### config.mk
export PLATFORM = sky130hd
export DESIGN_NAME = pio_channel_flat
export DESIGN_NICKNAME = d
export VERILOG_FILES = /design/src/include/pio_pkg.sv /design/src/include/pio_if.sv /design/src/logic/pio_channel.sv /design/src/flat_wrapper.sv
export SDC_FILE = /design/constraint.sdc
export NUM_CORES = 1
export LEC_CHECK = 0
export ABC_AREA = 1
export BUFFER_PORTS_ARGS = -buffer_cell sky130_fd_sc_hd__buf_2
export CAP_MARGIN = 20
export CORE_MARGIN = 2
export CORE_UTILIZATION = 48
export CTS_BUF_LIST = sky130_fd_sc_hd__clkbuf_16
export CTS_CLUSTER_DIAMETER = 40
export CTS_CLUSTER_SIZE = 10
export DETAILED_ROUTE_END_ITERATION = 10
export GPL_ROUTABILITY_DRIVEN = 0
export PLACE_DENSITY = 0.75
export SYNTH_ARGS = -nofsm -noshare
export SYNTH_HDL_FRONTEND = slang
export SYNTH_SLANG_ARGS = --single-unit
### constraint.sdc
create_clock -name clock -period 1.5 [get_ports clock]
set_clock_uncertainty 0.2 [all_clocks]
set_input_delay 0.375 -clock clock [delete_from_list [all_inputs] [get_ports clock]]
set_output_delay 0.375 -clock clock [all_outputs]
set_load 0.05 [all_outputs]
### src/include/pio_pkg.sv
// constants shared by both ends of the parallel i/o channel and its bus
// assumes a 200 MHz clock shared by host and channel, single-word transfers
// What this block does
// [RL1] host inputs while unbuffered input data stands
// [RL2] device captures output data during output strobe
// [RL3] three control pulse lines, two sense lines
// [RL4] buffered variant holds one 16-bit word
// [RL5] buffered output load clears ready
// [RL6] device load strobe trailing edge sets ready
// [RL7] drop-in trailing edge loads word, sets ready
// [RL8] mask set plus ready raises interrupt
// [RL9] ready testable by input or sense skip
// [RL10] host selects direction before buffered transfers
// [RL11] channel address digit 4, 5 or 6
// [RL12] clear-and-input: clear, or in, skip if ready
// [RL13] plain input: or in without clearing
// [RL14] conditional output: strobe data, skip if ready
// [RL15] host selects input mode before input
// [RL16] codes 1, 2, 4 pulse control lines
// [RL17] block-transfer enable requests while ready; range end clears
// [RL18] enable after input select, before output select
// [RL19] stop code clears end-of-range interrupt
// [RL20] sense-skip ready code skips when ready
// [RL21] sense codes skip when user line set
// [RL22] mask plus end of range raises interrupt
// [RL23] mask word bits 5, 6, 7 per channel
// [RL24] reset clears ready, direction, enable, mask
package pio_pkg;
	localparam int DATA_W = 16;

	// command kinds on the i/o bus
	localparam logic [2:0] KIND_INPUT_TO_ACCUMULATOR       = 3'h0;
	localparam logic [2:0] KIND_OUTPUT_FROM_ACCUMULATOR    = 3'h1;
	localparam logic [2:0] KIND_OUTPUT_CONTROL_PULSE       = 3'h2;
	localparam logic [2:0] KIND_SKIP_ON_SENSE              = 3'h3;
	localparam logic [2:0] KIND_MULTIPLEXED_BLOCK_TRANSFER = 3'h4;  // one block cycle

	// function codes (high digits of the address field)
	localparam logic [3:0] FN_PLAIN = 4'h0;
	localparam logic [3:0] FN_SEL1  = 4'h1;
	localparam logic [3:0] FN_SEL2  = 4'h2;
	localparam logic [3:0] FN_SEL3  = 4'h4;
	localparam logic [3:0] FN_STOP  = 4'h7;
	localparam logic [3:0] FN_CLR   = 4'h8;

	// device codes: channel n answers at base + 4 + (n-1)
	localparam logic [5:0] DEV_BASE  = 6'h18;
	localparam logic [5:0] DIGIT_CH1 = 6'h04;
	localparam logic [5:0] MASK_DEV  = 6'h10;
	localparam int         MASK_BIT_CH1 = 11;  // word bit 5, msb-first numbering

	// variants
	localparam int VAR_INPUT    = 0;
	localparam int VAR_OUTPUT   = 1;
	localparam int VAR_BUFFERED = 2;

	// output strobe widths
	localparam int CLK_PS      = 5000;
	localparam int OTP_STD_NS  = 3000;
	localparam int OTP_BLOCK_NS  = 1000;
	localparam int OTP_STD_CYC = OTP_STD_NS * 1000 / CLK_PS;
	localparam int OTP_BLOCK_CYC = OTP_BLOCK_NS * 1000 / CLK_PS;
	localparam int OTP_CNT_W   = 10;

	// host register map (word index on avalon)
	localparam logic [1:0] REG_CMD    = 2'h0;
	localparam logic [1:0] REG_ACC    = 2'h1;
	localparam logic [1:0] REG_STATUS = 2'h2;
	// command register fields
	localparam int CMD_KIND_LSB = 0;
	localparam int CMD_FUNC_LSB = 3;
	localparam int CMD_DEV_LSB  = 7;
	localparam int CMD_ERL_BIT  = 13;
	// status register fields
	localparam int ST_BUSY  = 0;
	localparam int ST_SKIP  = 1;
	localparam int ST_IRQ   = 2;
	localparam int ST_DIL   = 3;
	localparam int ST_READY = 4;
endpackage

### src/include/pio_if.sv
// i/o bus between the host end and one parallel channel
// assumes both ends share clock; no tristate, one channel on the bus
`timescale 1ns/1ps
interface pio_if;
	logic        cmd_valid;  // one-cycle command pulse
	logic [2:0]  cmd_kind;   // command kind
	logic [3:0]  cmd_func;   // function code
	logic [5:0]  cmd_dev;    // device code
	logic [15:0] obus;       // output bus (accumulator)
	logic        erl;        // end of range with a block cycle
	logic        resp_valid; // addressed channel answered
	logic        skip;       // skip the next instruction
	logic [15:0] ibus;       // input bus
	logic        irq;        // standard interrupt line
	logic        dil;        // block-transfer request
	logic        ready;      // channel ready line

	modport host_end (output cmd_valid, cmd_kind, cmd_func, cmd_dev, obus, erl,
		input resp_valid, skip, ibus, irq, dil, ready);
	modport device_end (input cmd_valid, cmd_kind, cmd_func, cmd_dev, obus, erl,
		output resp_valid, skip, ibus, irq, dil, ready);
endinterface

### src/logic/pio_channel.sv
// parallel channel: device end of the i/o bus, in one of three variants
// assumes device pins are asynchronous; the host keeps direction order
//
// The implementer's own choices: register access over Avalon-MM and the register offsets.
`timescale 1ns/1ps
module pio_channel #(
	parameter int CHAN        = 1,                     // 1..3 in a system
	parameter int VARIANT     = pio_pkg::VAR_BUFFERED, // input, output, buffered
	parameter bit BLOCK_FITTED = 1'b1,                 // block-transfer subchannel
	parameter bit STOP_FITTED = 1'b1                   // end-of-range interrupt
) (
	input  wire logic        clock,        // 200 MHz
	input  wire logic        rst,          // synchronous, active high
	pio_if.device_end        bus,          // host i/o bus
	input  wire logic [15:0] dev_data_in,  // device input word
	input  wire logic        drop_in,      // device drop-in pulse
	input  wire logic        load_strobe,  // device took output word
	input  wire logic        dev_ready,    // unbuffered device ready
	input  wire logic [1:0]  sense_line,   // user sense lines 1, 2
	output logic      [15:0] dev_data_out, // word to device
	output logic             otp,          // output strobe
	output logic      [2:0]  ctl_line      // user control pulses 1..3
);
	if (CHAN < 1 || CHAN > 3)
		$error("channel number must be 1 to 3");
	if (VARIANT < pio_pkg::VAR_INPUT || VARIANT > pio_pkg::VAR_BUFFERED)
		$error("unknown channel variant");

	localparam logic [5:0] MY_DEV = pio_pkg::DEV_BASE + pio_pkg::DIGIT_CH1 + 6'(CHAN - 1); // see [RL11]
	localparam int         MASK_BIT = pio_pkg::MASK_BIT_CH1 - (CHAN - 1);
	localparam bit IS_BUF = (VARIANT == pio_pkg::VAR_BUFFERED);
	localparam logic [pio_pkg::OTP_CNT_W-1:0] OTP_STD = pio_pkg::OTP_CNT_W'(pio_pkg::OTP_STD_CYC);
	localparam logic [pio_pkg::OTP_CNT_W-1:0] OTP_BLOCK = pio_pkg::OTP_CNT_W'(pio_pkg::OTP_BLOCK_CYC);

	typedef struct packed {
		logic [15:0] word;      // buffer, see [RL4]
		logic        rdy;
		logic        dir_out;
		logic        block_en;
		logic        mask;
		logic        stop_irq;
		logic [2:0]  ctl;
		logic        otp;
		logic [pio_pkg::OTP_CNT_W-1:0] otp_cnt;
		logic        resp;
		logic        skip;
		logic [15:0] ibus;
		logic        din_s1, din_s2, din_p;
		logic        ld_s1, ld_s2, ld_p;
		logic        rdy_s1, rdy_s2;
		logic [1:0]  sen_s1, sen_s2;
		logic [15:0] dat_s1, dat_s2;
	} chan_t;

	chan_t q_r, q_nxt;
	logic  rdy_now;
	logic  can_in;
	logic  can_out;
	logic  irq_now;
	logic  mine;

	// ready as seen by the host: flip-flop when buffered, pin otherwise
	always_comb begin
		if (IS_BUF)
			rdy_now = q_r.rdy;
		else if (VARIANT == pio_pkg::VAR_OUTPUT)
			rdy_now = q_r.rdy_s2 & ~q_r.otp; // busy while strobing
		else
			rdy_now = q_r.rdy_s2;
		can_in  = (VARIANT == pio_pkg::VAR_INPUT) | (IS_BUF & ~q_r.dir_out);
		can_out = (VARIANT == pio_pkg::VAR_OUTPUT) | (IS_BUF & q_r.dir_out);
		irq_now = q_r.mask & (rdy_now | (STOP_FITTED & q_r.stop_irq)); // see [RL8] see [RL22]
		mine    = bus.cmd_valid & (bus.cmd_dev == MY_DEV);
	end

	// next state; device-side sets come last so they win over clears
	always_comb begin
		q_nxt      = q_r;
		q_nxt.resp = 1'b0;
		q_nxt.skip = 1'b0;
		q_nxt.ibus = 16'h0000;
		q_nxt.ctl  = 3'h0;
		// two-stage synchronisers, third stage only for edges
		q_nxt.din_s1 = drop_in;
		q_nxt.din_s2 = q_r.din_s1;
		q_nxt.din_p  = q_r.din_s2;
		q_nxt.ld_s1  = load_strobe;
		q_nxt.ld_s2  = q_r.ld_s1;
		q_nxt.ld_p   = q_r.ld_s2;
		q_nxt.rdy_s1 = dev_ready;
		q_nxt.rdy_s2 = q_r.rdy_s1;
		q_nxt.sen_s1 = sense_line;
		q_nxt.sen_s2 = q_r.sen_s1;
		q_nxt.dat_s1 = dev_data_in;
		q_nxt.dat_s2 = q_r.dat_s1;
		if (q_r.otp_cnt != '0)
			q_nxt.otp_cnt = q_r.otp_cnt - 1'b1;

		// mask word goes to every channel at once
		if (bus.cmd_valid && bus.cmd_kind == pio_pkg::KIND_OUTPUT_FROM_ACCUMULATOR
			&& bus.cmd_dev == pio_pkg::MASK_DEV && bus.cmd_func == pio_pkg::FN_PLAIN)
			q_nxt.mask = bus.obus[MASK_BIT]; // see [RL23]

		if (mine) begin
			q_nxt.resp = 1'b1;
			case (bus.cmd_kind)
				pio_pkg::KIND_INPUT_TO_ACCUMULATOR: begin
					// input only when the host has set input mode, see [RL15] see [RL1]
					if ((bus.cmd_func == pio_pkg::FN_CLR || bus.cmd_func == pio_pkg::FN_PLAIN)
						&& can_in && rdy_now) begin
						q_nxt.skip = 1'b1; // see [RL9] see [RL12] see [RL13]
						q_nxt.ibus = IS_BUF ? q_r.word : q_r.dat_s2;
						if (IS_BUF)
							q_nxt.rdy = 1'b0; // word consumed
					end
				end
				pio_pkg::KIND_OUTPUT_FROM_ACCUMULATOR: begin
					if (bus.cmd_func == pio_pkg::FN_PLAIN && can_out && rdy_now) begin
						q_nxt.skip    = 1'b1; // see [RL14]
						q_nxt.word    = bus.obus;
						q_nxt.otp_cnt = OTP_STD; // see [RL2]
						if (IS_BUF)
							q_nxt.rdy = 1'b0; // see [RL5] see [RL6]
					end
				end
				pio_pkg::KIND_OUTPUT_CONTROL_PULSE: begin
					case (bus.cmd_func)
						pio_pkg::FN_PLAIN: q_nxt.block_en = BLOCK_FITTED; // see [RL17] see [RL18]
						pio_pkg::FN_SEL1: begin
							q_nxt.ctl[0] = 1'b1; // see [RL3] see [RL16]
							if (IS_BUF)
								q_nxt.dir_out = 1'b0; // see [RL10]
						end
						pio_pkg::FN_SEL2: begin
							q_nxt.ctl[1] = 1'b1; // see [RL16]
							if (IS_BUF) begin
								q_nxt.dir_out = 1'b1; // buffer free for the first word
								q_nxt.rdy     = 1'b1;
							end
						end
						pio_pkg::FN_SEL3: q_nxt.ctl[2] = 1'b1; // see [RL16]
						pio_pkg::FN_STOP: begin
							if (STOP_FITTED)
								q_nxt.stop_irq = 1'b0; // see [RL19]
						end
						default: q_nxt.ctl = 3'h0;
					endcase
				end
				pio_pkg::KIND_SKIP_ON_SENSE: begin
					case (bus.cmd_func)
						pio_pkg::FN_PLAIN: q_nxt.skip = rdy_now;          // see [RL20] see [RL9]
						pio_pkg::FN_SEL1:  q_nxt.skip = q_r.sen_s2[1];    // see [RL21]
						pio_pkg::FN_SEL2:  q_nxt.skip = q_r.sen_s2[0];    // see [RL21]
						pio_pkg::FN_SEL3:  q_nxt.skip = ~irq_now;
						default:           q_nxt.skip = 1'b0;
					endcase
				end
				pio_pkg::KIND_MULTIPLEXED_BLOCK_TRANSFER: begin
					// one block-transfer word per grant
					if (q_r.block_en) begin
						if (can_out) begin
							q_nxt.word    = bus.obus;
							q_nxt.otp_cnt = OTP_BLOCK; // see [RL2]
						end else begin
							q_nxt.skip = 1'b1;
							q_nxt.ibus = IS_BUF ? q_r.word : q_r.dat_s2;
						end
						if (IS_BUF)
							q_nxt.rdy = 1'b0;
						if (bus.erl) begin
							q_nxt.block_en = 1'b0; // see [RL17]
							if (STOP_FITTED)
								q_nxt.stop_irq = 1'b1; // see [RL22]
						end
					end
				end
				default: q_nxt.resp = 1'b1;
			endcase
		end

		// trailing edges from the device set ready, winning over any clear
		if (IS_BUF && !q_r.dir_out && q_r.din_p && !q_r.din_s2) begin
			q_nxt.word = q_r.dat_s2; // see [RL7]
			q_nxt.rdy  = 1'b1;
		end
		if (IS_BUF && q_r.dir_out && q_r.ld_p && !q_r.ld_s2)
			q_nxt.rdy = 1'b1; // see [RL6]
		q_nxt.otp = (q_nxt.otp_cnt != '0);
	end

	always_ff @(posedge clock) begin
		if (rst) begin
			q_r <= '0; // see [RL24]
		end else begin
			q_r <= q_nxt;
		end
	end

	// outputs
	assign dev_data_out   = q_r.word;
	assign otp            = q_r.otp;
	assign ctl_line       = q_r.ctl;
	assign bus.resp_valid = q_r.resp;
	assign bus.skip       = q_r.skip;
	assign bus.ibus       = q_r.ibus;
	assign bus.irq        = irq_now;
	assign bus.dil        = q_r.block_en & rdy_now; // see [RL17]
	assign bus.ready      = rdy_now;
endmodule

### src/flat_wrapper.sv
// flat-port wrapper written by rule: the top's interface ports become plain ports
module pio_channel_flat 
#(
	parameter int CHAN        = 1,                                        
	parameter int VARIANT     = pio_pkg::VAR_BUFFERED,                           
	parameter bit BLOCK_FITTED = 1'b1,                                             
	parameter bit STOP_FITTED = 1'b1                                            
)
  (clock, rst, dev_data_in, drop_in, load_strobe, dev_ready, sense_line, dev_data_out, otp, ctl_line, bus_cmd_valid, bus_cmd_kind, bus_cmd_func, bus_cmd_dev, bus_obus, bus_erl, bus_resp_valid, bus_skip, bus_ibus, bus_irq, bus_dil, bus_ready);
  pio_if bus_i ();
  input  wire logic clock;
  input  wire logic rst;
  input  wire logic [15:0] dev_data_in;
  input  wire logic drop_in;
  input  wire logic load_strobe;
  input  wire logic dev_ready;
  input  wire logic [1:0] sense_line;
  output logic      [15:0] dev_data_out;
  output logic otp;
  output logic      [2:0] ctl_line;
  input wire logic [$bits(bus_i.cmd_valid)-1:0] bus_cmd_valid;
  input wire logic [$bits(bus_i.cmd_kind)-1:0] bus_cmd_kind;
  input wire logic [$bits(bus_i.cmd_func)-1:0] bus_cmd_func;
  input wire logic [$bits(bus_i.cmd_dev)-1:0] bus_cmd_dev;
  input wire logic [$bits(bus_i.obus)-1:0] bus_obus;
  input wire logic [$bits(bus_i.erl)-1:0] bus_erl;
  output wire logic [$bits(bus_i.resp_valid)-1:0] bus_resp_valid;
  output wire logic [$bits(bus_i.skip)-1:0] bus_skip;
  output wire logic [$bits(bus_i.ibus)-1:0] bus_ibus;
  output wire logic [$bits(bus_i.irq)-1:0] bus_irq;
  output wire logic [$bits(bus_i.dil)-1:0] bus_dil;
  output wire logic [$bits(bus_i.ready)-1:0] bus_ready;
  assign bus_i.cmd_valid = bus_cmd_valid;
  assign bus_i.cmd_kind = bus_cmd_kind;
  assign bus_i.cmd_func = bus_cmd_func;
  assign bus_i.cmd_dev = bus_cmd_dev;
  assign bus_i.obus = bus_obus;
  assign bus_i.erl = bus_erl;
  assign bus_resp_valid = bus_i.resp_valid;
  assign bus_skip = bus_i.skip;
  assign bus_ibus = bus_i.ibus;
  assign bus_irq = bus_i.irq;
  assign bus_dil = bus_i.dil;
  assign bus_ready = bus_i.ready;
  pio_channel #(.CHAN(CHAN), .VARIANT(VARIANT), .BLOCK_FITTED(BLOCK_FITTED), .STOP_FITTED(STOP_FITTED)) u_core (.clock(clock), .rst(rst), .bus(bus_i), .dev_data_in(dev_data_in), .drop_in(drop_in), .load_strobe(load_strobe), .dev_ready(dev_ready), .sense_line(sense_line), .dev_data_out(dev_data_out), .otp(otp), .ctl_line(ctl_line));
endmodule
After elaboration in Yosys (flattened, before gate mapping) --
Cells that the tools add are included.
Operators by class: bitwise logic cells 8, $add $sub $neg 1, reductions and logical operators 32, muxes and demuxes 36, equal/unequal tests 22
Operator list (count):
- $mux W17 | 6
- $pmux W16 S2 | 2
- $mux W10 | 4
- $mux W28 | 1
- $pmux W10 S2 | 1
- $reduce_bool A10 Y1 | 2
- $mux W19 | 1
- $mux W16 | 1
- $mux W1 | 14
- $eq A6 B5 Y1 const B | 2
- $pmux W1 S4 | 3
- $logic_and A1 B1 Y1 | 11
- $reduce_and A5 Y1 | 2
- $sub A10 B1 Y10 const B | 1
- $eq A4 B3 Y1 const B | 2
- $ne A4 B1 Y1 const B | 2
- $eq A3 B2 Y1 const B | 2
- $ne A3 B1 Y1 const B | 2
- $pmux W1 S2 | 3
- $reduce_and A3 Y1 | 2
- $reduce_and A6 Y1 | 1
- $reduce_bool A2 Y1 | 3
- $reduce_bool A3 Y1 | 2
- $reduce_bool A6 Y1 | 1
- other kinds (19) | 28
Word-level totals: output and inout bits 41, flip-flop bits (word level) 95, input port bits 54

Longest topological paths before layout --
Gate-level depths: netlist of run 1.
depth after elaboration 9, depth in mapped cells 13, gate-level depth less buffers 13

Worst setup path before layout of run 1 --
OpenSTA, ideal clock, no wires.
kind reg-to-reg, start reg u_core.q_r (netlist bit u_core.bus.ready), end reg u_core.q_r (netlist bit u_core.otp), period minus slack after synthesis 1.842 ns, arrival 1.515 ns, cell stages (with the launch flop) 10, path buffers 0, path slack -0.342 ns, library setup time 0.128 ns, required time 1.172 ns, cell sequence dfxtp_1 > nand4_1 > nand2_2 > nand3_4 > nand2_1 > nand2_1 > nor2_1 > nand3_1 > nor2_1 > nor2_1
Between the ends: cells in the longest elaborated chain, start to end 5
RTL lines:
- start: declaration | line pio_channel.sv:55 | chan_t q_r, q_nxt;
- start signal: assignment | line pio_channel.sv:195 | q_r <= q_nxt;
- $logic_and A1 B1 Y1 | line pio_channel.sv:118 | if (bus.cmd_func == pio_pkg::FN_PLAIN && can_out && rdy_now) begin
- $mux W10 | line pio_channel.sv:118
- $pmux W10 S2 | line pio_channel.sv:106 | case (bus.cmd_kind)
- $mux W28 | line pio_channel.sv:104 | if (mine) begin
- $reduce_bool A10 Y1 | line pio_channel.sv:188 | q_nxt.otp = (q_nxt.otp_cnt != '0);
No other way between the ends. A chain may end at the register's enable or synchronous reset.

Worst setup path after layout of run 1 --
start reg u_core.q_r[62] (netlist bit), end reg u_core.q_r (netlist bit u_core.otp)
Between the ends: cells in the longest elaborated chain, start to end 7, elaborated cells between the ends (all ways) 9, those cells by class add/sub (1); mux (6); reduce/logical (2)
RTL lines:
- $sub A10 B1 Y10 or $reduce_bool A10 Y1 (tied branches) | line pio_channel.sv:97, pio_channel.sv:96
- $mux W10 * | line pio_channel.sv:96 | if (q_r.otp_cnt != '0)
- $mux W10 | line pio_channel.sv:161 | if (can_out) begin
- $mux W10 | line pio_channel.sv:160 | if (q_r.block_en) begin
- $pmux W10 S2 | line pio_channel.sv:106
- $mux W28 * | line pio_channel.sv:104
- $reduce_bool A10 Y1 * | line pio_channel.sv:188
Every way passes the cells marked *; elsewhere a longest branch is shown, timed or not.

==> impl_metrics.toml, run 1 <==
[route]
drcViolationCount = 0
wl_per_cell_um = 16.42
postRouteWirelength_um = 12760
drt_first_iter_violations = 184
dr.pass1.iters = 6
vias = 3994
postRouteAntennaNets = 0
via_per_inst = 5.140

[pwr]
switchingPower_w = 0.003010
power.density_nw_per_um2 = 1424
p_total_w = 0.008557
p_int_w = 0.005547
p_comb_share_pct = 38.2
power.leakage_nw = 2.712
ir_drop_v = 0.001038
swShare_pct = 35.17
clkPwrFrac_pct = 27.7
pwr-share-seq_pct = 34.2

[synthesis]
synth_top_family_by_area = "simple AND/OR/NAND/NOR gates"
synth-seq-cells = 95
syn_avg_cell_area_um2 = 7.720
yosys.area_share.adder_pct = 0.6127
syn_nets = 585
synth-simple-area-share_pct = 27.08
synth_warnings = 0
synthCells = 529
synth_compound_area_share_pct = 9.283
synth-xor-area-share_pct = 0.2145
muxShareOfSynthArea_pct = 0
synth_cell_types = 38
syn_area_um2 = 4084
ys_seq_area_share_pct = 46.57

[floorplan]
top_level_ports = 95
die-area_um2 = 9262
coreArea_um2 = 8217
die_w_um = 96.24
rows = 33
initial_core_util_pct = 49.70
die_h_um = 96.24

[flow_run]
cap_violations = 0

[layout]
layout-drive-gt1-share_pct = 50.74
fill_cells = 531
final_nets = 723
antenna_cells = 0
syn2layout_area_growth_pct = 47.18
layout.cells.non_filler = 777
fin_util_pct = 73.15

[cts]
cts_htree_levels = 3
clock_latency_ns = 0.34
holdBufCountCts = 0
cts_root_buf = "clkbuf_16"
numCtsBuffers = 9
cts.clk_slew.worst_paths_ns = 0.07
cts_sinks = 95
cts_tree = "yes"
clockBufferDepth = 2

[timing]
slew_viol_final = 0
fin_ws_ns = -0.2511
setup_viol = 47
relSlewSlack_pct = 77.74
rsz0062_at_grt = "yes"
tightestPinTransition_ns = 0.3338
hold_viol_final = 0
max_freq_mhz = 571.1
min_period_ns = 1.751
finalCritPeriodShare_pct = 116.7

[placement]
portBuffers = 93
placedCellCount = 742
place_hpwl_um = 6951

[min_path]
hold_path.class = "in2reg"

[worst_setup_path]
path_max_fanout = 3
cp-end-kind = "flop"
required_ns = 1.53
critPathSlowestCell = "dfxtp_2"
critPathKind = "reg2reg"
crit_chain = "inv_2 -> buf_4 -> buf_4 -> nand4_1 -> nand2_1 -> nand2_1 -> inv_2 -> nor2_4 -> nand2_1 -> nor2_1 -> nand3_1 -> nor2_1 -> nor2_1"
cp_slowest_stage_delay_ns = 0.35
critPathArrivalTime_ns = 1.78
start_kind = "flop"
reg2reg_slack_ns = -0.25

[global_routing]
antenna_found_initial = 0
grt_pass1_wl_um = 16770
grt_util_all_layers_pct = 23.76
grt_max_degree = 29
grt-ovfl-total = 0
first_global_vias = 3570

[run_status]
violations = "negative setup slack"
status = "finished with violations"
[synth_stat cells (all sizes together)]
master | n | area [µm²]
o21ai | 8 | 40.04
nor3 | 4 | 25.02
and2 | 1 | 6.260
a31oi | 6 | 43.79
a31o | 1 | 8.760
nand3 | 21 | 122.6
buf | 40 | 312.8
and3 | 1 | 6.260
nand4 | 10 | 62.56
dfxtp | 95 | 1902
nand2 | 99 | 424.2
a21oi | 19 | 121.4
clkbuf | 8 | 30.03
xnor2 | 1 | 8.760
o2111ai | 2 | 17.52
a21boi | 1 | 7.510
nand3b | 1 | 7.510
inv | 84 | 320.3
a22oi | 13 | 132.6
nor2 | 111 | 451.7
ha | 2 | 25.02
a211oi | 1 | 7.510
[layer usage]
layer | vias up | share of wire, % | global-route usage (%)
met2 | 229 | 50 | 40.51
met1 | 1825 | 38 | 27.42
met3 | 63 | 6.4 | 4.777
met4 | 0 | 5.0 | 13.93
met5 | - | 0 | 0
li1 | 1877 | - | -
[final cells by class]
| class | instances | area (µm²) | area share, % |
|---|---|---|---|
| inverters | 84 | 365.4 | 6.078 |
| well taps | 105 | 131.4 | 2.186 |
| clock inverters | 7 | 80.08 | 1.332 |
| multi-input cells | 302 | 1891 | 31.45 |
| flip-flops and latches | 95 | 1938 | 32.24 |
| clock buffers | 9 | 225.2 | 3.747 |
| repair buffers | 173 | 1358 | 22.59 |
| repair inverters | 2 | 22.52 | 0.3747 |
[worst paths after layout]
path	start	to	depth (start not counted)
max	u_core.q_r[62]$_SDFF_PP0_	u_core.otp$_SDFF_PP0_	13
min	dev_data_in[10]	u_core.q_nxt[10]$_SDFF_PP0_	3
max reg2reg	u_core.q_r[62]$_SDFF_PP0_	u_core.otp$_SDFF_PP0_	13
min reg2reg	u_core.q_nxt[7]$_SDFF_PP0_	u_core.q_r[7]$_SDFF_PP0_	2
[through the flow]
step	setup WS, ns	instance area [µm²]	hold slack, ns	TNS (ns)
2_1_floorplan	-0.1202	4163	0.1883	-0.7624
3_3_place_gp	-0.3823	4937	0.1926	-12.10
3_5_place_dp	-0.4386	4937	0.1936	-14.21
4_1_cts	-0.2134	5622	0.02933	-1.301
5_1_grt	-0.3917	6011	0.03017	-7.132
6_report	-0.2511	6011	0.03217	-3.829
[placed cells by master, fill, tap and decap left out, types with 3 or more instances in the layout]
cell	netlist	layout
a22oi_2	7	12
a21oi_2	7	13
inv_1	77	67
dfxtp_2	0	20
nand2_1	80	64
inv_6	0	4
a31oi_1	5	3
nand3_2	1	5
clkbuf_4	0	9
nand2_4	1	8
nand4_1	10	10
clkbuf_16	0	11
buf_2	3	62
inv_4	2	3
nor2_2	8	15
inv_2	5	9
a21oi_1	12	6
dfxtp_1	95	72
buf_4	35	68
o21ai_0	6	4
nor2_4	2	14
buf_6	0	23
clkinv_4	0	3
nand3_1	19	13
buf_8	1	4
nand3_4	1	3
nor3_2	1	3
nor2_1	101	82
nand2_2	18	26
dfxtp_4	0	3
inv_8	0	5
buf_12	1	5
[power groups by stage]
stage	sequential, W	clock, W	combinational [W]
final	0.00292	0.00237	0.00327
after global routing	0.00294	0.00247	0.00358
after CTS	0.00285	0.00233	0.00281
after detailed placement	0.00290	0	0.00249
after global placement	0.00289	0	0.00242
after floorplan	0.00290	0	0.00141
[worst max-delay path, delay by kind of cell (launching register included)]
family / cells / cell delay, ns
flip-flops: 1 / 0.35
AND/OR/NAND/NOR: 9 / 0.69
buffers and inverters: 4 / 0.38
[flip-flops by register name (all words and copies together), names as in the netlist]
name and count:
u_core.ctl_line 3, u_core.q_nxt 22, u_core.bus.ready 1, u_core.otp 1, u_core.bus.ibus 16, u_core.bus.skip 1
u_core.q_r 33, u_core.can_out 1, u_core.bus.resp_valid 1, u_core.dev_data_out 16
[cells by family (layout without fill, tap and decap cells)]
kind of cell    count (synthesis)  after routing
flops                          95             95
compound gates                 51             51
xor+xnor                        1              1
simple gates                  248            248
fa+ha+maj                       2              2
buf+inv                       132            275
[what timing repair did]
| item | in CTS | in global routing |
|---|---|---|
| setup buffers | 4 | 11 |
| pin swaps | 20 | 33 |
| gates resized for setup | 105 | 81 |
| setup endpoints to repair | 65 | 66 |
| cloned | 2 | 2 |
No activity file was read; power rests on OpenSTA's default activity.
==> run 2, diff against run 1 <==
Settings changed: CORE_MARGIN 2 to 5.
==> impl_metrics.toml, run 2 (synthesized netlist as in run 1, its figures left out) <==
[timing]
hold_viol_final = 0
fin_ws_ns = -0.3256
slew_viol_final = 0
setup_viol = 31
max_freq_mhz = 547.8
rsz0062_at_grt = "yes"
min_period_ns = 1.826
relSlewSlack_pct = 82.74
tightestPinTransition_ns = 0.2575
finalCritPeriodShare_pct = 121.7

[layout]
antenna_cells = 0
final_common_cell = "nor2_1"
regArea_um2 = 1937
syn2layout_area_growth_pct = 43.47
largest_reg_flops = 33
fill_cells = 583
fin_area_um2 = 5859
layout-drive-gt1-share_pct = 50.38
fin_util_pct = 70.95
mostFrequentLayoutCells = "nor2_1 (81), dfxtp_1 (73), buf_4 (66)"
multi_input_area_um2 = 1856
final_nets = 714
regMostFlops = "u_core.q_r"

[floorplan]
top_level_ports = 95
die_w_um = 102.2
rows = 33
die_h_um = 102.2
coreArea_um2 = 8258
initial_core_util_pct = 49.45
die-area_um2 = 10450

[global_routing]
grt_max_degree = 56
antenna_found_initial = 0
grt_util_all_layers_pct = 19.36
grt_pass1_wl_um = 16080
grt_use_met2_pct = 31.48
grt-ovfl-total = 0
grt_use_met3_pct = 4.437
grt-busiest-layer = "met2"
first_global_vias = 3543
grt_use_met1_pct = 25.19

[cts]
clock_latency_ns = 0.34
cts_tree = "yes"
clockBufferDepth = 2
cts.clk_slew.worst_paths_ns = 0.07
cts_sinks = 95
cts_root_buf = "clkbuf_16"
numCtsBuffers = 9
cts_htree_levels = 3

[route]
postRouteAntennaNets = 0
drt_first_iter_violations = 289
vias = 3875
wl_per_cell_um = 15.08
dr.pass1.iters = 5
via_per_inst = 5.046
postRouteWirelength_um = 11580
drcViolationCount = 0

[worst_setup_path]
start_kind = "flop"
r2r_start = "u_core.q_r[67]$_SDFF_PP0_"
crit_chain = "buf_4 -> nor2_2 -> nand2_1 -> nor2_1 -> nor2_1 -> nor2_1 -> a21boi_2 -> nor2_1 -> nand3_1 -> nor2_2 -> nor2_1"
cp_slowest_stage_delay_ns = 0.34
path_max_fanout = 4
critPathArrivalTime_ns = 1.85
ff2ff_path_depth = 11
cp-end-kind = "flop"
r2r_end = "u_core.otp$_SDFF_PP0_"
required_ns = 1.52
crit_top_cell = "nor2_1"
critPathKind = "reg2reg"
startpoint = "u_core.q_r[67]$_SDFF_PP0_"
critPathSlowestCell = "dfxtp_2"
reg2reg_slack_ns = -0.33
critPathCapture = "u_core.otp$_SDFF_PP0_"

[pwr]
switchingPower_w = 0.003285
swShare_pct = 36.73
p_int_w = 0.005657
p_comb_share_pct = 43.4
pwr-share-seq_pct = 32.4
p_total_w = 0.008942
ir_drop_v = 0.001153
power.leakage_nw = 2.610
power.density_nw_per_um2 = 1526
clkPwrFrac_pct = 24.2

[placement]
placement.cell_area_um2 = 4857
place_hpwl_um = 7167
portBuffers = 93

[run_status]
violations = "negative setup slack"
status = "finished with violations"

[flow_run]
cap_violations = 0

[min_path]
hold_path.class = "in2reg"
-- run 2: cell count changes in the layout (fill, tap and decap cells not counted), sizes merged --
cell      delta
clkinv       +1
clkinvlp     +2
bufinv       -1
inv          -3
buf         -11
clkbuf       +3
-- run 2: power by group through the flow --
| stage | combinational (W) | clock (W) | sequential (W) |
|---|---|---|---|
| finish | 0.00388 | 0.00216 | 0.00290 |
| global route | 0.00413 | 0.00232 | 0.00292 |
| CTS | 0.00291 | 0.00220 | 0.00285 |
| detailed placement | 0.00256 | 0 | 0.00288 |
| global placement | 0.00246 | 0 | 0.00288 |
| floorplan | 0.00141 | 0 | 0.00290 |
-- run 2: repair_timing --
item                                    4_1_cts  5_1_grt
hold buffers                                  0        0
buffers inserted                              4       14
cloned                                        0        1
hold endpoints to repair                      0        0
endpoints found under the setup margin       68       75
resized for setup                            75      114
pin swaps                                    13       37
-- run 2: cell type report --
type	count	share of cell area, %
clock buffers	9	3.844
clock inverters	7	1.089
inverters	84	6.235
multi-input cells	302	31.67
flip-flops and latches	95	33.06
well taps	105	2.242
repair buffers	165	21.67
repair inverters	1	0.1922
-- run 2: metrics by stage --
| step | setup WS, ns | setup TNS, ns | std cells | hold slack [ns] |
|---|---|---|---|---|
| after floorplan | -0.1202 | -0.7624 | 529 | 0.1883 |
| after global placement | -0.3578 | -11.09 | 733 | 0.1931 |
| after detailed placement | -0.4253 | -13.04 | 733 | 0.1924 |
| after CTS | -0.2504 | -1.130 | 753 | 0.02649 |
| after global routing | -0.4191 | -5.400 | 768 | 0.03343 |
| final | -0.3256 | -2.721 | 768 | 0.03204 |
-- run 2: layer usage --
| metal | vias up | share of wire [%] |
|---|---|---|
| met1 | 1776 | 39 |
| met3 | 45 | 7.7 |
| met4 | 0 | 3.1 |
| met2 | 199 | 50 |
| met5 | - | 0 |
| li1 | 1855 | - |
-- run 2: how the worst min path moves through the flow --
stage	cells after the start	end	startpoint
final	3	u_core.q_nxt[33]$_SDFF_PP0_	sense_line[1]
after global routing	3	u_core.q_nxt[8]$_SDFF_PP0_	dev_data_in[8]
after CTS	3	u_core.q_nxt[1]$_SDFF_PP0_	dev_data_in[1]
after detailed placement	2	u_core.q_r[32]$_SDFF_PP0_	u_core.q_nxt[32]$_SDFF_PP0_
after global placement	2	u_core.q_r[32]$_SDFF_PP0_	u_core.q_nxt[32]$_SDFF_PP0_
after floorplan	2	u_core.q_nxt[38]$_SDFF_PP0_	u_core.q_nxt[39]$_SDFF_PP0_
-- run 2: critical path, delay by kind of cell, from the launching register on --
| kind | cells | cell delay, ns |
|---|---|---|
| AOI/OAI and AO/OA | 1 | 0.08 |
| buffers and inverters | 1 | 0.15 |
| and+or+nand+nor | 9 | 0.92 |
| DFF | 1 | 0.34 |
